### config.mk
export PLATFORM = sky130hd
export DESIGN_NAME = msq_top
export DESIGN_NICKNAME = d
export VERILOG_FILES = /design/src/msq_pkg.sv /design/src/msq_ctl_if.sv /design/src/msq_seq.sv /design/src/msq_timer.sv /design/src/msq_top.sv
export VERILOG_INCLUDE_DIRS = /design/src
export SDC_FILE = /design/constraint.sdc
export NUM_CORES = 1
export LEC_CHECK = 0
export ABC_AREA = 1
export BUFFER_PORTS_ARGS = -buffer_cell sky130_fd_sc_hd__buf_4
export CORE_UTILIZATION = 30
export DETAILED_ROUTE_END_ITERATION = 8
export PLACE_DENSITY_LB_ADDON = 0.3
export SLEW_MARGIN = 20
export SYNTH_ARGS = -nofsm -noshare
export SYNTH_HDL_FRONTEND = slang
export SYNTH_SLANG_ARGS = --single-unit
### constraint.sdc
create_clock -name REF_CLK -period 5.1 [get_ports REF_CLK]
set_input_delay 0 -clock REF_CLK [delete_from_list [all_inputs] [get_ports REF_CLK]]
set_output_delay 0 -clock REF_CLK [all_outputs]
set_load 0.05 [all_outputs]
### src/msq_cfg.svh
// Offsets, field positions, reset values and timing counts of the measurement sequencer.
// Assumes inclusion by bare name from the package and the checker.
`ifndef MSQ_CFG_SVH
`define MSQ_CFG_SVH

// ----------------------------------------------------------------------
// Timing
// ----------------------------------------------------------------------
`define MSQ_CLK_PERIOD_NS 40
`define MSQ_CONV_UNIT_NS 1000
`define MSQ_CYC_PER_US (`MSQ_CONV_UNIT_NS / `MSQ_CLK_PERIOD_NS)
`define MSQ_CNT_W 24

// ----------------------------------------------------------------------
// Register offsets
// ----------------------------------------------------------------------
`define MSQ_OFS_CYC 8'h00
`define MSQ_OFS_APP 8'h04
`define MSQ_OFS_STAT 8'h08
`define MSQ_OFS_RES0 8'h10
`define MSQ_NUM_CH 7

// ----------------------------------------------------------------------
// Field positions
// ----------------------------------------------------------------------
`define MSQ_CYC_CNT_LSB 7
`define MSQ_CYC_CNT_MSB 9
`define MSQ_APP_T2E 0
`define MSQ_APP_T1E 1
`define MSQ_APP_REF 2
`define MSQ_APP_ORDER 3
`define MSQ_APP_RES_LSB 4
`define MSQ_APP_RES_MSB 7
`define MSQ_APP_RS_LSB 8
`define MSQ_APP_RS_MSB 9
`define MSQ_APP_XZC_LSB 10
`define MSQ_APP_XZC_MSB 15
`define MSQ_APP_GRP_LSB 16
`define MSQ_APP_GRP_MSB 17
`define MSQ_APP_XZE 18

// ----------------------------------------------------------------------
// Reset values and limits
// ----------------------------------------------------------------------
`define MSQ_RST_CNT_CODE 3'h0
`define MSQ_RST_RES 4'hc
`define MSQ_RES1_MIN 4'h9
`define MSQ_RES1_MAX 4'he
`define MSQ_RES2_MIN 4'hb
`define MSQ_RES2_MAX 4'hf

// ----------------------------------------------------------------------
// Range shift values in Q15 and zero shift step sizes in percent
// ----------------------------------------------------------------------
`define MSQ_RS_HALF 16'h4000
`define MSQ_RS_3Q 16'h6000
`define MSQ_RS_7E 16'h7000
`define MSQ_RS_15S 16'h7800
`define MSQ_Q15_ONE 18'h08000
`define MSQ_STEP_K30 5'h0f
`define MSQ_STEP_K18 5'h09
`define MSQ_STEP_K12 5'h06
`define MSQ_STEP_K02 5'h01
`define MSQ_SQRT2_MUL 32'h000000b5
`define MSQ_SQRT2_SHR 7

`endif

### src/msq_pkg.sv
// Types shared by the measurement sequencer modules.
// Assumes msq_cfg.svh is on the include path.
`include "msq_cfg.svh"

package msq_pkg;

  // ----------------------------------------------------------------------
  // Multiplexer channels
  // ----------------------------------------------------------------------
  typedef enum logic [2:0] {
    MSQ_CH_BRIDGE = 3'b000,
    MSQ_CH_BR_AZ = 3'b001,
    MSQ_CH_T1 = 3'b010,
    MSQ_CH_T1_AZ = 3'b011,
    MSQ_CH_T2 = 3'b100,
    MSQ_CH_T2_AZ = 3'b101,
    MSQ_CH_CM = 3'b110
  } msq_chan_type;

  typedef enum logic [1:0] {
    MSQ_INIT = 2'b00,
    MSQ_START = 2'b01,
    MSQ_BRIDGE = 2'b10,
    MSQ_AUX = 2'b11
  } msq_seq_state_type;

  // ----------------------------------------------------------------------
  // Module state
  // ----------------------------------------------------------------------
  typedef struct packed {
    msq_seq_state_type state;
    logic [1:0] boot;
    logic [2:0] slot;
    logic [7:0] cnt;
    logic go;
    msq_chan_type mux;
  } msq_seq_type;

  typedef struct packed {
    logic run;
    logic done;
    logic [`MSQ_CNT_W-1:0] cnt;
  } msq_tim_type;

  typedef struct packed {
    logic [2:0] cnt_code;
    logic t2e;
    logic t1e;
    logic ref_sel;
    logic order;
    logic [3:0] res;
    logic [1:0] rs;
    logic [5:0] xzc;
    logic [1:0] grp;
    logic xze;
    logic [31:0] prdata;
    logic [`MSQ_NUM_CH-1:0][15:0] results;
    logic res_valid;
    msq_chan_type res_ch;
    logic [15:0] res_data;
  } msq_top_type;

endpackage

### src/msq_ctl_if.sv
// Control signals between the sequencer top, its step machine and its conversion timer.
// Assumes all three parties share one clock.
`timescale 1ns/1ps

interface msq_ctl_if;
  import msq_pkg::*;
  logic conv_start;
  logic conv_done;
  msq_chan_type mux_sel;
  logic [2:0] cnt_code;
  logic t1e;
  logic t2e;
  logic order;
  logic [3:0] res;

  modport seq (input conv_done, cnt_code, t1e, t2e, output conv_start, mux_sel);
  modport tim (input conv_start, order, res, output conv_done);
  modport top (input conv_start, conv_done, mux_sel, output cnt_code, t1e, t2e, order, res);
endinterface

### src/msq_seq.sv
// Step machine that walks the multiplexer through start routine and measurement cycle.
// Assumes one done pulse per start pulse from the conversion timer.
`timescale 1ns/1ps

module msq_seq
  import msq_pkg::*;
(
  input wire logic clk,
  input wire logic arst_n,
  msq_ctl_if.seq ctl
);

  msq_seq_type s_r;
  msq_seq_type s_nxt;
  logic [8:0] n_meas;
  logic [2:0] slot_inc;

  assign n_meas = 9'h001 << ctl.cnt_code;
  assign slot_inc = s_r.slot + 3'h1;

  function automatic msq_chan_type aux_ch(input logic [2:0] slot);
    unique case (slot)
      3'h0: aux_ch = MSQ_CH_T1_AZ;
      3'h1: aux_ch = MSQ_CH_T1;
      3'h2: aux_ch = MSQ_CH_BR_AZ;
      3'h3: aux_ch = MSQ_CH_T2_AZ;
      3'h4: aux_ch = MSQ_CH_T2;
      default: aux_ch = MSQ_CH_CM;
    endcase
  endfunction

  always_comb
  begin
    s_nxt = s_r;
    s_nxt.go = 1'b0;
    unique case (s_r.state)
      MSQ_INIT:
      begin
        s_nxt.state = MSQ_START;
        s_nxt.boot = 2'h0;
        s_nxt.mux = MSQ_CH_BRIDGE;
        s_nxt.go = 1'b1;
      end
      MSQ_START:
      begin
        if (ctl.conv_done)
        begin
          s_nxt.go = 1'b1;
          if (s_r.boot == 2'h3 || (s_r.boot == 2'h1 && !ctl.t1e))
          begin
            s_nxt.state = MSQ_BRIDGE;
            s_nxt.slot = 3'h0;
            s_nxt.cnt = 8'h00;
            s_nxt.mux = MSQ_CH_BRIDGE;
          end
          else
          begin
            s_nxt.boot = s_r.boot + 2'h1;
            unique case (s_r.boot)
              2'h0: s_nxt.mux = MSQ_CH_BR_AZ;
              2'h1: s_nxt.mux = MSQ_CH_T1;
              default: s_nxt.mux = MSQ_CH_T1_AZ;
            endcase
          end
        end
      end
      MSQ_BRIDGE:
      begin
        if (ctl.conv_done)
        begin
          s_nxt.go = 1'b1;
          if ({1'b0, s_r.cnt} + 9'h001 >= n_meas)
          begin
            s_nxt.state = MSQ_AUX;
            s_nxt.mux = aux_ch(s_r.slot);
          end
          else
          begin
            s_nxt.cnt = s_r.cnt + 8'h01;
          end
        end
      end
      MSQ_AUX:
      begin
        if (ctl.conv_done)
        begin
          s_nxt.go = 1'b1;
          s_nxt.state = MSQ_BRIDGE;
          s_nxt.cnt = 8'h00;
          s_nxt.mux = MSQ_CH_BRIDGE;
          if (s_r.slot == 3'h5)
            s_nxt.slot = 3'h0;
          else if (slot_inc == 3'h3 && !ctl.t2e)
            s_nxt.slot = 3'h5;
          else
            s_nxt.slot = slot_inc;
        end
      end
    endcase
  end

  always_ff @(posedge clk or negedge arst_n)
  begin
    if (!arst_n)
      s_r <= '0;
    else
      s_r <= s_nxt;
  end

  assign ctl.conv_start = s_r.go;
  assign ctl.mux_sel = s_r.mux;

endmodule

### src/msq_timer.sv
// Conversion timer: one done pulse a conversion time after each start pulse.
// Assumes the resolution it sees is already clamped to the legal range of the order.
`timescale 1ns/1ps

module msq_timer
  import msq_pkg::*;
#(
  parameter int CYC_PER_US = `MSQ_CYC_PER_US
)
(
  input wire logic clk,
  input wire logic arst_n,
  msq_ctl_if.tim ctl
);

  msq_tim_type t_r;
  msq_tim_type t_nxt;
  logic [4:0] half_exp;
  logic [31:0] base1;
  logic [31:0] base2;
  logic [31:0] period;

  // ----------------------------------------------------------------------
  // Conversion period in clock cycles
  // ----------------------------------------------------------------------
  assign half_exp = 5'({1'b0, ctl.res} + 5'h03);
  assign base1 = 32'(CYC_PER_US) << ctl.res;
  assign base2 = (half_exp[0] ? (32'(CYC_PER_US) << half_exp[4:1]) * `MSQ_SQRT2_MUL
                  >> `MSQ_SQRT2_SHR : 32'(CYC_PER_US) << half_exp[4:1]);
  assign period = ctl.order ? base2 : base1;

  always_comb
  begin
    t_nxt = t_r;
    t_nxt.done = 1'b0;
    if (ctl.conv_start)
    begin
      t_nxt.run = 1'b1;
      t_nxt.cnt = `MSQ_CNT_W'(period - 32'h1);
    end
    else if (t_r.run)
    begin
      if (t_r.cnt == '0)
      begin
        t_nxt.run = 1'b0;
        t_nxt.done = 1'b1;
      end
      else
      begin
        t_nxt.cnt = t_r.cnt - `MSQ_CNT_W'(1);
      end
    end
  end

  always_ff @(posedge clk or negedge arst_n)
  begin
    if (!arst_n)
      t_r <= '0;
    else
      t_r <= t_nxt;
  end

  assign ctl.conv_done = t_r.done;

endmodule

### src/msq_top.sv
// Sensor measurement sequencer top: APB register file, conversion scaling and front-end setup.
// Assumes an APB master on REF_CLK and a converter that presents its fraction on ADC_FRAC.
`timescale 1ns/1ps

// Operation
// Six-bit zero shift code drives analog offset.
// Host programs zero shift within plus-minus 31.
// Zero shift step size follows gain group.
// Cycle word bits 9:7 set bridge count.
// Second temperature bit skips its steps.
// Start routine measures bridge, autozero, temperature one.
// Fixed order of auxiliary steps with bridge groups.
// After common mode the cycle repeats.
// First order resolution 9 to 14 bits.
// Second order resolution 11 to 15 bits.
// Count scales fraction plus one minus shift.
// Range shift is one of four values.
// Reference bit selects bridge pin or supply.
// Supply reference needs zero shift code zero.
// Conversion time follows order and resolution.
// Host sets resolution above output resolution.
// Fine offset removal left to microcontroller.
module msq_top
  import msq_pkg::*;
#(
  parameter int CYC_PER_US = `MSQ_CYC_PER_US
)
(
  input wire logic REF_CLK,
  input wire logic ARST_N,
  input wire logic PSEL,
  input wire logic PENABLE,
  input wire logic PWRITE,
  input wire logic [7:0] PADDR,
  input wire logic [31:0] PWDATA,
  output logic [31:0] PRDATA,
  output logic PREADY,
  output logic PSLVERR,
  input wire logic signed [15:0] ADC_FRAC,
  output logic [2:0] MUX_SEL,
  output logic CONV_START,
  output logic CONV_ORDER,
  output logic [3:0] CONV_RES,
  output logic REF_SEL,
  output logic XZC_EN,
  output logic [5:0] XZC_CODE,
  output logic [4:0] XZC_STEP_PCT,
  output logic RESULT_VALID,
  output logic [2:0] RESULT_CH,
  output logic [15:0] RESULT_DATA
);

  msq_top_type r_r;
  msq_top_type r_nxt;
  msq_ctl_if ctl ();

  logic setup;
  logic access;
  logic [5:0] widx;
  logic mapped;
  logic [31:0] rd_mux;
  logic [3:0] res_eff;
  logic [15:0] rs_q15;
  logic signed [17:0] frac_sum;
  logic signed [33:0] scaled;
  logic signed [33:0] shifted;
  logic [15:0] count;

  // ----------------------------------------------------------------------
  // Step machine and conversion timer
  // ----------------------------------------------------------------------
  msq_seq u_seq
  (
    .clk(REF_CLK),
    .arst_n(ARST_N),
    .ctl(ctl)
  );

  msq_timer #(
    .CYC_PER_US(CYC_PER_US)
  ) u_timer
  (
    .clk(REF_CLK),
    .arst_n(ARST_N),
    .ctl(ctl)
  );

  assign ctl.cnt_code = r_r.cnt_code;
  assign ctl.t1e = r_r.t1e;
  assign ctl.t2e = r_r.t2e;
  assign ctl.order = r_r.order;
  assign ctl.res = res_eff;

  // ----------------------------------------------------------------------
  // Resolution limits per converter order
  // ----------------------------------------------------------------------
  always_comb
  begin
    res_eff = r_r.res;
    if (!r_r.order)
    begin
      if (r_r.res < `MSQ_RES1_MIN)
        res_eff = `MSQ_RES1_MIN;
      else if (r_r.res > `MSQ_RES1_MAX)
        res_eff = `MSQ_RES1_MAX;
    end
    else
    begin
      if (r_r.res < `MSQ_RES2_MIN)
        res_eff = `MSQ_RES2_MIN;
    end
  end

  // ----------------------------------------------------------------------
  // Conversion count scaling
  // ----------------------------------------------------------------------
  always_comb
  begin
    unique case (r_r.rs)
      2'h0: rs_q15 = `MSQ_RS_HALF;
      2'h1: rs_q15 = `MSQ_RS_3Q;
      2'h2: rs_q15 = `MSQ_RS_7E;
      default: rs_q15 = `MSQ_RS_15S;
    endcase
  end

  assign frac_sum = $signed({{2{ADC_FRAC[15]}}, ADC_FRAC}) + $signed(`MSQ_Q15_ONE)
                    - $signed({2'b00, rs_q15});
  assign scaled = $signed({{16{frac_sum[17]}}, frac_sum}) <<< res_eff;
  assign shifted = scaled >>> 15;

  always_comb
  begin
    count = shifted[15:0];
    if (shifted[33])
      count = 16'h0000;
    else if (|shifted[32:16])
      count = 16'hffff;
  end

  // ----------------------------------------------------------------------
  // APB decode
  // ----------------------------------------------------------------------
  assign setup = PSEL && !PENABLE;
  assign access = PSEL && PENABLE;
  assign widx = PADDR[7:2];
  assign mapped = (PADDR == `MSQ_OFS_CYC) || (PADDR == `MSQ_OFS_APP)
                  || (PADDR == `MSQ_OFS_STAT)
                  || (PADDR >= `MSQ_OFS_RES0
                      && PADDR < `MSQ_OFS_RES0 + 8'(4 * `MSQ_NUM_CH)
                      && PADDR[1:0] == 2'b00);

  always_comb
  begin
    rd_mux = 32'h0000_0000;
    if (PADDR == `MSQ_OFS_CYC)
    begin
      rd_mux[`MSQ_CYC_CNT_MSB:`MSQ_CYC_CNT_LSB] = r_r.cnt_code;
    end
    else if (PADDR == `MSQ_OFS_APP)
    begin
      rd_mux[`MSQ_APP_T2E] = r_r.t2e;
      rd_mux[`MSQ_APP_T1E] = r_r.t1e;
      rd_mux[`MSQ_APP_REF] = r_r.ref_sel;
      rd_mux[`MSQ_APP_ORDER] = r_r.order;
      rd_mux[`MSQ_APP_RES_MSB:`MSQ_APP_RES_LSB] = r_r.res;
      rd_mux[`MSQ_APP_RS_MSB:`MSQ_APP_RS_LSB] = r_r.rs;
      rd_mux[`MSQ_APP_XZC_MSB:`MSQ_APP_XZC_LSB] = r_r.xzc;
      rd_mux[`MSQ_APP_GRP_MSB:`MSQ_APP_GRP_LSB] = r_r.grp;
      rd_mux[`MSQ_APP_XZE] = r_r.xze;
    end
    else if (PADDR == `MSQ_OFS_STAT)
    begin
      rd_mux[2:0] = ctl.mux_sel;
      rd_mux[8] = r_r.order;
      rd_mux[15:12] = res_eff;
    end
    else if (mapped)
    begin
      rd_mux[15:0] = r_r.results[3'(widx - 6'h04)];
    end
  end

  // ----------------------------------------------------------------------
  // Register file and result capture
  // ----------------------------------------------------------------------
  always_comb
  begin
    r_nxt = r_r;
    r_nxt.res_valid = 1'b0;
    if (setup)
    begin
      r_nxt.prdata = rd_mux;
    end
    if (access && PWRITE)
    begin
      if (PADDR == `MSQ_OFS_CYC)
      begin
        r_nxt.cnt_code = PWDATA[`MSQ_CYC_CNT_MSB:`MSQ_CYC_CNT_LSB];
      end
      else if (PADDR == `MSQ_OFS_APP)
      begin
        r_nxt.t2e = PWDATA[`MSQ_APP_T2E];
        r_nxt.t1e = PWDATA[`MSQ_APP_T1E];
        r_nxt.ref_sel = PWDATA[`MSQ_APP_REF];
        r_nxt.order = PWDATA[`MSQ_APP_ORDER];
        r_nxt.res = PWDATA[`MSQ_APP_RES_MSB:`MSQ_APP_RES_LSB];
        r_nxt.rs = PWDATA[`MSQ_APP_RS_MSB:`MSQ_APP_RS_LSB];
        r_nxt.xzc = PWDATA[`MSQ_APP_XZC_MSB:`MSQ_APP_XZC_LSB];
        r_nxt.grp = PWDATA[`MSQ_APP_GRP_MSB:`MSQ_APP_GRP_LSB];
        r_nxt.xze = PWDATA[`MSQ_APP_XZE];
      end
    end
    if (ctl.conv_done)
    begin
      r_nxt.results[ctl.mux_sel] = count;
      r_nxt.res_valid = 1'b1;
      r_nxt.res_ch = ctl.mux_sel;
      r_nxt.res_data = count;
    end
  end

  always_ff @(posedge REF_CLK or negedge ARST_N)
  begin
    if (!ARST_N)
    begin
      r_r <= '0;
      r_r.cnt_code <= `MSQ_RST_CNT_CODE;
      r_r.t1e <= 1'b1;
      r_r.res <= `MSQ_RST_RES;
      r_r.xze <= 1'b1;
    end
    else
    begin
      r_r <= r_nxt;
    end
  end

  // ----------------------------------------------------------------------
  // Outputs
  // ----------------------------------------------------------------------
  always_comb
  begin
    unique case (r_r.grp)
      2'h0: XZC_STEP_PCT = `MSQ_STEP_K30;
      2'h1: XZC_STEP_PCT = `MSQ_STEP_K18;
      2'h2: XZC_STEP_PCT = `MSQ_STEP_K12;
      default: XZC_STEP_PCT = `MSQ_STEP_K02;
    endcase
  end

  assign PREADY = 1'b1;
  assign PSLVERR = access && !mapped;
  assign PRDATA = r_r.prdata;
  assign MUX_SEL = ctl.mux_sel;
  assign CONV_START = ctl.conv_start;
  assign CONV_ORDER = r_r.order;
  assign CONV_RES = res_eff;
  assign REF_SEL = r_r.ref_sel;
  assign XZC_EN = r_r.xze;
  assign XZC_CODE = r_r.xzc;
  assign RESULT_VALID = r_r.res_valid;
  assign RESULT_CH = r_r.res_ch;
  assign RESULT_DATA = r_r.res_data;

endmodule

After elaboration in Yosys (flattened, before gate mapping):

Cells that the tools add are included.
W data, S select, Z words.

* bits in registers: 218
* input bits: 61
* output and inout port bits: 76
* logic and storage cells: 172

* add/subtract/negate cells: 10
* $mul: 1
* order comparisons: 9
* equality and inequality tests: 25
* shifts and indexed selects: 4
* mux-type cells: 54
* bitwise logic cells: 1
* reductions and logical operators: 38

Operators with widths (number)
* $bwmux W112: 1
* $mux W16: 6
* $mux W24: 4
* $bmux W16 S3: 1
* $demux W16 S3: 1
* $sub A24 B1 Y24 const B: 2
* $pmux W14 S3: 1
* $sshl A18 B4 Y34: 1
* $mul A32 B8 Y31 const B: 1
* $shl A5 B4 Y32 const A: 1
* $mux W26: 1
* $logic_not A24 Y1: 1
* $pmux W8 S3: 1
* $shl A5 B4 Y24 const A: 1
* $mux W3: 7
* $mux W20: 1
* $mux W4: 5
* $mux W19: 1
* $add A16 B17 Y18 const B: 1
* $sub A18 B16 Y18: 1
* $pmux W4 S4: 1
* $mux W15: 1
* $pmux W3 S5: 1
* $mux W2: 7
* other kinds (49): 93

Depth between registers and ports, before layout:

Gate-level depths: netlist (run 1).

* word-level depth: 11
* depth in mapped cells: 40

Cells and area by module:

A second synthesis (run 1) with hierarchy kept.

* cells, all modules: 2588
* area total of the unflattened synthesis: 18186.2 um^2

By module, submodules not included
* msq_top: times used 1, cells each 1305, area each 10012.1 um^2
* msq_timer: times used 1, cells each 1088, area each 6701.4 um^2
* msq_seq: times used 1, cells each 195, area each 1472.7 um^2

Worst setup path before layout (run 1):

OpenSTA, ideal clock, no wires.

* path kind: register to register
* start point: register r_r (netlist bit CONV_ORDER)
* end point: register u_timer.t_r[21] (netlist bit)
* library setup time: 77 ps
* arrival: 5254 ps
* required time: 5023 ps
* slack: -231 ps
* cell stages (with the launch flop): 32
* path buffers: 0
* clock period less this slack: 5331 ps
* path through: dfrtp_1 -> nand2_1 -> nand2_1 -> nand2_1 -> nand2_1 -> nand2_1 -> inv_1 -> ha_1 -> xor2_1 -> ha_1 -> a21o_1 -> fa_1 -> inv_1 -> fa_1 -> inv_1 -> ha_1 -> nand2_1 -> nor2_1 -> inv_1 -> nor3_1 -> nand2_1 -> nand3_1 -> nand3_1 -> nand2_1 -> nand2_1 -> nor2_4 -> nand3_2 -> nor2_1 -> nand2_1 -> nand2_1 -> nand3_1 -> a21oi_1

* cells in the longest elaborated chain, start to end: 8
* elaborated cells between the ends (all ways): 9
* those cells by class: add/sub (2); mul (1); shift (2); mux (4)

Ends and longest elaborated chain
* start: declaration: line msq_top.sv:53 `msq_top_type r_r;`
* start signal: assignment: line msq_top.sv:235 `r_r <= r_nxt;`
* $mux W4: line msq_top.sv:100 `if (!r_r.order)`
* $add A4 B2 Y5: line msq_timer.sv:26 `assign half_exp = 5'({1'b0, ctl.res} + 5'h03);`
* $shl A5 B4 Y32: line msq_timer.sv:28 `` assign base2 = (half_exp[0] ? (32'(CYC_PER_US) << half_exp[4:1]) * `MSQ_SQRT2_MUL ``
* $mul A32 B8 Y31 (no source line)
* $mux W24: line msq_timer.sv:28
* $mux W24 (*): line msq_timer.sv:30 `assign period = ctl.order ? base2 : base1;`
* $sub A24 B1 Y24 (*): line msq_timer.sv:39 `` t_nxt.cnt = `MSQ_CNT_W'(period - 32'h1); ``
* $mux W24 (*): line msq_timer.sv:36 `if (ctl.conv_start)`
* end signal: assignment: line msq_timer.sv:60 `t_r <= t_nxt;`
* end: declaration: line msq_timer.sv:16 `msq_tim_type t_r;`

Mark *: on every way between the ends. The rest lies on a longest branch, timed or not.
A chain may end at the register's enable or synchronous reset.

Worst setup path after layout (run 1):

* start point: register r_r[178] (netlist bit)
* end point: register u_timer.t_r[18] (netlist bit)

* cells in the longest elaborated chain, start to end: 11
* elaborated cells between the ends (all ways): 15
* those cells by class: add/sub (2); mul (1); order compare (3); shift (2); mux (7)

Ends and longest elaborated chain
* $gt A4 B4 Y1 (no source line)
* $mux W4: line msq_top.sv:104 `` else if (r_r.res > `MSQ_RES1_MAX) ``
* $mux W4: line msq_top.sv:102 `` if (r_r.res < `MSQ_RES1_MIN) ``
* $mux W4 (*): line msq_top.sv:100
* $add A4 B2 Y5: line msq_timer.sv:26
* $shl A5 B4 Y32: line msq_timer.sv:28
* $mul A32 B8 Y31 (no source line)
* $mux W24: line msq_timer.sv:28
* $mux W24 (*): line msq_timer.sv:30
* $sub A24 B1 Y24 (*): line msq_timer.sv:39
* $mux W24 (*): line msq_timer.sv:36

Marked as above.

==> impl_metrics.csv, run 1 <==
group,metric,value,unit
status,outcome,"finished, violations left",
status,violations,"hold timing, setup timing",
floorplan,core-area,55100,um^2
worst_hold_path,hold_path.class,"input pin to asynchronous set/reset pin",
cells_and_area,diodes,0,
drt,drt-pass1-iter-count,6,
setup_path,crit_path_max_incr_delay,0.57,ns
cells_and_area,area_growth,27.6,%
setup_path,cpMostUsedCell,"nand2_4",
pwr,peakVddDrop,0.000222,V
cts,clockRootBuffer,"clkbuf_16",
synthesis,synth_compound_area_share,11.7,%
synthesis,synthTopCellsByArea,"dfrtp_1 32%, nand2_1 13%, ha_1 8.2%",
floorplan,initial_core_util,30.3,%
sta,setup_tns,-0.195,ns
pwr,swShare,34.8,%
cells_and_area,post-route-cell-area,21300,um^2
pwr,p_seq_share,30.6,%
cts,tritoncts,"done",
sta,finalWorstSetupSlack,-0.0620,ns
synthesis,yosysSeqAreaShare,32.7,%
drt,ant_nets,0,
cells_and_area,layout_common_cells,"542 x nand2_1, 293 x inv_1, 265 x buf_4",
floorplan,dieArea,56700,um^2
setup_path,path_buf_inv,8,
pwr,comb_power_share,36.3,%
cells_and_area,finalNonFillerCells,3322,
sta,max_slew_margin,25.3,%
grt,grt_max_degree,149,
setup_path,arrival,5.58,ns
grt,grt_pass1_wl,85.2,mm
cells_and_area,fill_cells,5717,
cts,cts_max_level,1,
sta,finalClockSkew,0.0367,ns
drt,wl,54.1,mm
pwr,p_total,5.72,mW
setup_path,critical_path_class,"flop to flop",
pwr,p_int,3.73,mW
pwr,power_density,268,nW/um^2
setup_path,worstSetupEndpointType,"flop",
grt,grt.total_usage,18.8,%
synthesis,synth_fa_ha_area_share,12.7,%
floorplan,dieWidth,238,um
cts,cts_sinks,218,
synthesis,synth-edff-count,0,
floorplan,rows,86,
placed_design,dpl.cell_count,3213,
cells_and_area,drive_above_1_share,21.0,%
sta,fmax,194,MHz
sta,drv_slew,0,
placed_design,place_ws,-0.550,ns
cells_and_area,final_common_cell,"nand2_1",
synthesis,synthSimpleGateAreaFrac,28.1,%
job,drv_cap,0,
setup_path,critical_path.top_delay_family,"adder cells",
floorplan,die_y,238,um
sta,min_period,5.16,ns
cts,clk_latency,0.56,ns
pwr,p_sw,1.99,mW
drt,viasPerCell,4.86,
drt,drc,0,
cts,cts_buffers,24,
synthesis,synthCells,2314,
drt,routedWlPerCell,16.3,um
synthesis,async_flop_share,100,%
placed_design,detailed_place.area,18900,um^2
setup_path,critPathSlowestCell,"dfstp_2",
setup_path,required,5.52,ns
cts,clk_pin_slew_worst_paths,0.07,ns
grt,grt_antenna_before_repair,0,
placed_design,dp_hpwl,39.8,mm
placed_design,port_buffers,107,
setup_path,r2r_cells,36,
setup_path,r2r_start,"r_r[178]",
setup_path,critPathLaunchType,"flop",
sta,hold_ws,-0.00983,ns
pwr,power.leakage,10.6,nW
synthesis,synth_seq_cells,218,
synthesis,muxShareOfSynthArea,0.337,%
setup_path,worstReg2RegEnd,"u_timer.t_r[18]",
floorplan,io_pins,137,
synthesis,yosys.area.top_type,"dfrtp_1",
synthesis,synth.avg_cell_area,7.22,um^2
sta,layout_worst_path_cycle_share,101,%
placed_design,place_congestion,0.908,
drt,num_vias,16100,
sta,worst_pin_slew,1.12,ns
synthesis,synth_top_family_by_area,"simple AND/OR/NAND/NOR gates",
cells_and_area,nNetsFinal,2764,
cts,cts_buffer_depth,3,
pwr,p_clk_share,33.1,%
grt,grt_pass1_vias,15600,
sta,final-hold-violation-count,3,
setup_path,worst-r2r-setup-slack,-0.06,ns
grt,grt_overflow_total,0,
synthesis,syn-cell-area,16700,um^2
synthesis,yosys_warnings,0,
setup_path,path_max_fanout,5,
synthesis,synth_ff_type,"dfrtp_1",
synthesis,netlist.area_leader.share,32.0,%
sta,rsz0062_at_grt,"yes",
synthesis,synth_xor_area_share,2.20,%
cells_and_area,utilization,38.7,%
synthesis,synth.distinct_cells,58,
drt,drtIter0Drc,1293,
sta,setup_violations,6,
==> worst max-delay path by stage <==
stage | from | endpoint | slack [ns] | cells after the start
floorplan | r_r[178] | u_timer.t_r[21] | 0.007 | 38
global placement | r_r[178] | u_timer.t_r[10] | -0.43 | 34
CTS | r_r[178] | u_timer.t_r[19] | -0.04 | 34
finish | r_r[178] | u_timer.t_r[18] | -0.06 | 36
global route | r_r[178] | u_timer.t_r[18] | -0.36 | 35
detailed placement | r_r[178] | u_timer.t_r[10] | -0.55 | 34
==> per-layer routing <==
layer | vias to the layer above | track usage (%) | wire length (um)
met2 | 436 | 31.1 | 25100
met5 | - | 0 | 0
li1 | 7875 | - | -
met4 | 0 | 4.04 | 1170
met1 | 7758 | 25.8 | 24700
met3 | 71 | 2.73 | 3230
==> flip-flops by register name, summed over array words and instances (netlist names), 3 cells and up <==
| signal | flops |
|---|---|
| r_r | 120 |
| RESULT_CH | 3 |
| ctl.cnt_code | 3 |
| RESULT_DATA | 16 |
| u_timer.t_r | 25 |
| PRDATA | 19 |
| u_seq.s_r | 15 |
| u_seq.ctl.mux_sel | 3 |
| XZC_CODE | 6 |
==> kinds of logic (layout without fill, tap and decap cells) <==
| logic type | Yosys count | after routing |
|---|---|---|
| and+or+nand+nor | 1089 | 1089 |
| buffers and inverters | 473 | 677 |
| AOI/OAI and AO/OA | 338 | 338 |
| DFF | 218 | 218 |
| adders and majority gates | 147 | 147 |
| xor gates and xnor gates | 42 | 42 |
| muxes | 5 | 5 |
| other | 2 | 58 |
==> cell usage after synthesis (all sizes together) (5+ instances only) <==
master  instances
a21oi          87
a22oi           5
a31oi           7
buf            85
clkbuf         58
clkinv          9
dfrtp         214
fa             38
ha            109
inv           321
mux2            5
nand2         609
nand3         264
nand3b         11
nand4          18
nor2          153
nor3           22
o211ai         13
o21ai         146
o221ai         12
o22ai          41
or2             9
xnor2          17
xor2           25
==> power groups by stage <==
stage | Clock, mW | Sequential [mW] | Combinational (mW)
after CTS | 1.94 | 1.75 | 1.90
after floorplan | 0 | 1.78 | 1.04
after detailed placement | 0 | 1.78 | 1.60
after global placement | 0 | 1.78 | 1.60
final | 1.89 | 1.75 | 2.08
after global routing | 2.01 | 1.75 | 2.30
==> final cells by class <==
class / count / area (um^2) / area share, %
clock buffers: 38 / 733 / 3.44
inverters: 330 / 1260 / 5.90
multi-input cells: 1679 / 10400 / 48.8
well taps: 748 / 936 / 4.39
clock inverters: 6 / 130 / 0.610
repair buffers: 303 / 2400 / 11.3
flip-flops and latches: 218 / 5460 / 25.6
==> timing repair <==
action | 4_1_cts | 5_1_grt
buffers inserted | 26 | 12
pin swaps | 67 | 48
endpoints found under the hold margin | 99 | 0
endpoints found under the setup margin | 18 | 17
gates cloned | 0 | 0
hold buffers | 27 | 0
gates resized for setup | 134 | 89
Note: power is estimated with default switching activity, not from simulation.
==> run 2: changes to the inputs <==
--- a/config.mk
+++ b/config.mk
@@ -7,6 +7,7 @@
 export NUM_CORES = 1
 export LEC_CHECK = 0
 export ABC_AREA = 1
+export ABC_CLOCK_PERIOD_IN_PS = 5100
 export BUFFER_PORTS_ARGS = -buffer_cell sky130_fd_sc_hd__buf_4
 export CORE_UTILIZATION = 30
 export DETAILED_ROUTE_END_ITERATION = 8
==> constraint.sdc (replaced) <==
create_clock -name REF_CLK -period 5.1 [get_ports REF_CLK]
set_input_delay 0 -clock REF_CLK [delete_from_list [all_inputs] [get_ports REF_CLK]]
set_output_delay 0 -clock REF_CLK [all_outputs]
set_load 0.02 [all_outputs]
==> run 2 against run 1 <==
  * The flow finishes with violations (setup timing)
  * Largest power group unchanged
  * Via count up 0.45%
  * Core utilization grew 0.31 points
  * Cell area grew 0.80%
  * Routed wire length down 0.16%
  * Sequential cell count is the same
  * Non-clock buffer count up 9
==> impl_metrics.csv, run 2 (synthesized netlist as in run 1, its figures left out) <==
group,metric,value,unit
status,outcome,"finished, violations left",
status,violations,"setup timing",
grt,grt_overflow_total,0,
drt,routedWlPerCell,16.2,um
drt,drc,0,
cells_and_area,diodes,0,
drt,ant_nets,0,
setup_path,worst-r2r-setup-slack,-0.06,ns
grt,grt_pass1_wl,85.5,mm
grt,grt_pass1_vias,15900,
drt,num_vias,16200,
worst_hold_path,hold_path.class,"input pin to asynchronous set/reset pin",
drt,wl,54.0,mm
cells_and_area,drive_above_1_share,22.5,%
floorplan,dieWidth,238,um
pwr,p_total,5.69,mW
setup_path,critPathSlowestCell,"dfstp_2",
cts,cts_buffers,24,
grt,grt_antenna_before_repair,0,
sta,rsz0062_at_grt,"yes",
setup_path,critPathLaunchType,"flop",
drt,viasPerCell,4.87,
sta,final-hold-violation-count,0,
placed_design,dp_hpwl,39.7,mm
floorplan,initial_core_util,30.3,%
sta,finalWorstSetupSlack,-0.0571,ns
placed_design,place_congestion,0.907,
pwr,power_density,265,nW/um^2
drt,drt-pass1-iter-count,6,
setup_path,arrival,5.62,ns
setup_path,cpMostUsedCell,"nand2_2",
floorplan,rows,86,
grt,grt_max_degree,118,
setup_path,worstReg2RegEnd,"u_timer.t_r[19]",
job,drv_cap,0,
cells_and_area,multiInputGateArea,10500,um^2
sta,finalClockSkew,0.0334,ns
cts,cts_buffer_depth,3,
cells_and_area,final_common_cell,"nand2_1",
sta,setup_violations,6,
sta,min_period,5.16,ns
sta,drv_slew,0,
cells_and_area,area_growth,28.6,%
drt,drtIter0Drc,1281,
pwr,peakVddDrop,0.000236,V
setup_path,critical_path_class,"flop to flop",
placed_design,place_ws,-0.429,ns
floorplan,die_y,238,um
cts,clk_pin_slew_worst_paths,0.06,ns
sta,worst_pin_slew,1.06,ns
cells_and_area,largest_reg_flops,120,
setup_path,r2r_start,"r_r[178]",
setup_path,worstSetupEndpointType,"flop",
setup_path,r2r_cells,32,
floorplan,io_pins,137,
floorplan,core-area,55100,um^2
sta,fmax,194,MHz
setup_path,required,5.56,ns
cells_and_area,layout_common_cells,"533 x nand2_1, 286 x inv_1, 272 x buf_4",
placed_design,port_buffers,107,
sta,layout_worst_path_cycle_share,101,%
setup_path,crit_path_max_incr_delay,0.56,ns
grt,grt.total_usage,18.8,%
cells_and_area,fill_cells,5739,
cells_and_area,largest-register,"r_r",
cts,cts_max_level,1,
pwr,power.leakage,10.7,nW
cts,cts_sinks,218,
sta,max_slew_margin,29.1,%
floorplan,dieArea,56700,um^2
cts,clockRootBuffer,"clkbuf_16",
cells_and_area,nNetsFinal,2773,
sta,setup_tns,-0.163,ns
setup_path,path_max_fanout,7,
cts,clk_latency,0.56,ns
cts,tritoncts,"done",
cells_and_area,seqCellArea,5460,um^2
run 2: how the worst max path moves through the flow:
stage,endpoint,startpoint,slack [ns],depth (start not counted)
after detailed placement,u_timer.t_r[20],r_r[178],-0.43,31
final,u_timer.t_r[19],r_r[178],-0.06,32
after floorplan,u_timer.t_r[21],r_r[178],0.007,38
after global placement,u_timer.t_r[10],r_r[178],-0.29,34
after CTS,u_timer.t_r[19],r_r[178],-0.08,34
after global routing,u_timer.t_r[12],r_r[178],-0.30,33
run 2: final cells by class:
type,count,share of cell area (%)
Clock buffer,40,3.63
Clock inverter,4,0.338
Inverter,330,5.86
Multi-Input combinational cell,1679,48.9
Sequential cell,218,25.4
Tap cell,748,4.35
Timing Repair Buffer,312,11.6
run 2: power by group:
part           switching, mW  leakage (nW)  total [mW]  internal [mW]
combinational           1.21          8.00        2.07          0.863
clock                  0.770         0.416        1.87           1.10
sequential            0.0101          2.29        1.75           1.74
run 2: what timing repair did:
| action | 4_1_cts | 5_1_grt |
|---|---|---|
| hold buffers | 24 | 0 |
| resized for setup | 133 | 121 |
| setup buffers | 26 | 25 |
| pin swaps | 64 | 99 |
| cloned | 0 | 0 |
| endpoints found under the setup margin | 18 | 18 |
| hold endpoints to repair | 124 | 0 |
run 2: metrics by stage:
step                cells  hold slack, ns  instance area (um^2)  utilization [%]
detailed placement   3212           0.119                 18900             34.3
finish               3331          0.0619                 21500             39.0
CTS                  3306          0.0426                 20800             37.8
global route         3331          0.0967                 21500             39.0
global placement     3212           0.108                 18900             34.3
floorplan            2370          -0.296                 17000                -
run 2: critical path: cells and delay by family (launching register included):
kind | cells | cell delay (ns)
AO/OA/AOI/OAI | 2 | 0.33
XOR/XNOR | 1 | 0.14
adder cells (fa/ha/maj) | 5 | 1.72
buffers and inverters | 6 | 0.53
flip-flops | 1 | 0.56
AND/OR/NAND/NOR | 18 | 1.79
run 2: layer usage:
layer	wire (um)	GRT usage [%]	up-vias	part of all wire, %
met2	25400	31.1	443	47
li1	-	-	7889	-
met3	3030	2.38	63	5.6
met4	1050	3.87	0	1.9
met1	24500	26.2	7818	45
met5	0	0	-	0
==> run 3: changes to the inputs <==
--- a/config.mk
+++ b/config.mk
@@ -9,6 +9,9 @@
 export ABC_AREA = 1
 export ABC_CLOCK_PERIOD_IN_PS = 5100
 export BUFFER_PORTS_ARGS = -buffer_cell sky130_fd_sc_hd__buf_4
+export CELL_PAD_IN_SITES_DETAIL_PLACEMENT = 1
+export CELL_PAD_IN_SITES_GLOBAL_PLACEMENT = 2
+export CORE_ASPECT_RATIO = 0.9
 export CORE_UTILIZATION = 30
 export DETAILED_ROUTE_END_ITERATION = 8
 export PLACE_DENSITY_LB_ADDON = 0.3
==> run 3 against run 2 <==
  * The run still ends with setup timing left
  * Sequential cell count unchanged
  * Critical endpoint is now u_timer.t_r[10]
  * Routed wire length increased by 14%
  * Largest cell class unchanged
  * Global-route usage increased by 2.9 points
  * Die area about the same
  * Cell area about the same
==> impl_metrics.csv, run 3 (synthesized netlist as in run 1, its figures left out) <==
group,metric,value,unit
status,outcome,"finished, violations left",
status,violations,"setup timing",
pwr,power.leakage,10.8,nW
sta,setup_violations,14,
floorplan,io_pins,137,
drt,drtIter0Drc,903,
grt,grt.total_usage,21.7,%
setup_path,cpMostUsedCell,"nand2_4",
cells_and_area,largest_reg_flops,120,
setup_path,r2r_cells,35,
grt,grt_pass1_wl,97.4,mm
drt,viasPerCell,4.95,
setup_path,worstSetupEndpointType,"flop",
cells_and_area,post-route-cell-area,21500,um^2
cells_and_area,finalNonFillerCells,3318,
cells_and_area,nNetsFinal,2804,
worst_hold_path,holdPathStages,5,
setup_path,critPathLaunchType,"flop",
worst_hold_path,hold_path.class,"input pin to flop",
pwr,power_density,264,nW/um^2
setup_path,arrival,5.70,ns
cells_and_area,final_common_cell,"nand2_1",
sta,fmax,189,MHz
grt,grt_antenna_before_repair,0,
worst_hold_path,whs_endpoint,"ctl.cnt_code[0]",
cells_and_area,diodes,0,
floorplan,rows,81,
cells_and_area,drive_above_1_share,22.2,%
sta,final-hold-violation-count,0,
cts,cts_max_level,1,
setup_path,path_buf_inv,11,
sta,finalClockSkew,0.0200,ns
drt,num_vias,16400,
cells_and_area,largest-register,"r_r",
setup_path,crit_path_max_incr_delay,0.57,ns
drt,drc,0,
grt,grt_overflow_total,0,
placed_design,dp_hpwl,44.7,mm
setup_path,critical_path_class,"flop to flop",
pwr,p_total,5.68,mW
job,drv_cap,0,
drt,wl,61.5,mm
worst_hold_path,worstHoldStart,"PWRITE",
drt,routedWlPerCell,18.5,um
cells_and_area,area_growth,28.5,%
grt,grt_pass1_vias,17100,
sta,min_period,5.29,ns
cts,clk_pin_slew_worst_paths,0.06,ns
sta,finalWorstSetupSlack,-0.187,ns
floorplan,initial_core_util,30.5,%
setup_path,worstReg2RegEnd,"u_timer.t_r[10]",
placed_design,detailed_place.area,19000,um^2
sta,max_slew_margin,34.3,%
sta,layout_worst_path_cycle_share,104,%
drt,ant_nets,0,
drt,drt-pass1-iter-count,5,
setup_path,required,5.52,ns
cts,cts_buffers,26,
floorplan,dieArea,56700,um^2
floorplan,die_y,226,um
setup_path,r2r_start,"r_r[178]",
floorplan,core-area,54700,um^2
setup_path,critPathSlowestCell,"dfstp_2",
placed_design,port_buffers,107,
cts,cts_buffer_depth,3,
setup_path,path_max_fanout,5,
sta,worst_pin_slew,0.985,ns
grt,grt_max_degree,122,
setup_path,worst-r2r-setup-slack,-0.19,ns
cts,clk_latency,0.55,ns
cts,cts_sinks,218,
cts,clockRootBuffer,"clkbuf_16",
placed_design,dpl.cell_count,3187,
cts,tritoncts,"done",
sta,rsz0062_at_grt,"yes",
setup_path,critical_path.top_delay_family,"adder cells",
pwr,peakVddDrop,0.000244,V
placed_design,place_congestion,0.841,
floorplan,dieWidth,251,um
sta,drv_slew,0,
cells_and_area,layout_common_cells,"541 x nand2_1, 304 x buf_4, 290 x inv_1",
==> run 3: through the flow <==
stage / hold slack (ns) / setup WS, ns / util, % / TNS, ns
global placement: 0.0995 / -0.394 / 34.8 / -5.02
floorplan: -0.296 / 0.00697 / - / 0
global route: 0.0802 / -0.423 / 39.3 / -5.58
finish: 0.0485 / -0.187 / 39.3 / -1.69
CTS: 0.0255 / -0.115 / 38.4 / -0.653
detailed placement: 0.113 / -0.642 / 34.8 / -9.07
==> run 3: how the worst max path moves through the flow <==
stage	from	to	slack, ns	cells past startpoint
final	r_r[178]	u_timer.t_r[10]	-0.19	35
after global routing	r_r[178]	u_timer.t_r[19]	-0.42	32
after CTS	r_r[178]	u_timer.t_r[17]	-0.11	37
after detailed placement	r_r[178]	u_timer.t_r[14]	-0.64	31
after global placement	r_r[178]	u_timer.t_r[21]	-0.39	35
after floorplan	r_r[178]	u_timer.t_r[21]	0.007	38
==> run 3: report_power, final <==
| part | switching (mW) | internal (mW) | total [mW] |
|---|---|---|---|
| clock | 0.758 | 1.07 | 1.83 |
| combinational | 1.22 | 0.878 | 2.10 |
| sequential | 0.00809 | 1.74 | 1.75 |
| total | 1.99 | 3.69 | 5.68 |
==> run 3: cell type report <==
cell class / count / area (um^2)
Clock buffer: 39 / 761
Fill cell: 6756 / 33200
Multi-Input combinational cell: 1679 / 10400
Sequential cell: 218 / 5460
Clock inverter: 6 / 55.1
Tap cell: 705 / 882
Timing Repair Buffer: 341 / 2690
Inverter: 330 / 1260
==> run 3: routing by layer <==
layer | wire, um | part of all wire (%) | global-route usage (%) | up-vias
li1 | - | - | - | 7956
met1 | 29800 | 48 | 30.9 | 8101
met2 | 28500 | 46 | 36.0 | 291
met3 | 2220 | 3.6 | 2.20 | 68
met4 | 927 | 1.5 | 3.44 | 0
met5 | 0 | 0 | 0 | -
==> run 3: repair_timing <==
item                       4_1_cts  5_1_grt
gates resized for setup        127       96
setup buffers                   43       19
hold buffers                    24        0
pin swaps                       64       66
setup endpoints to repair       18       20
hold endpoints to repair       121        0
==> run 3: tightest hold or removal path: cells and delay by family <==
kind                   cells  cell delay (ns)
buffers and inverters      2             0.16
and+or+nand+nor            2             0.24
AOI/OAI and AO/OA          1             0.13
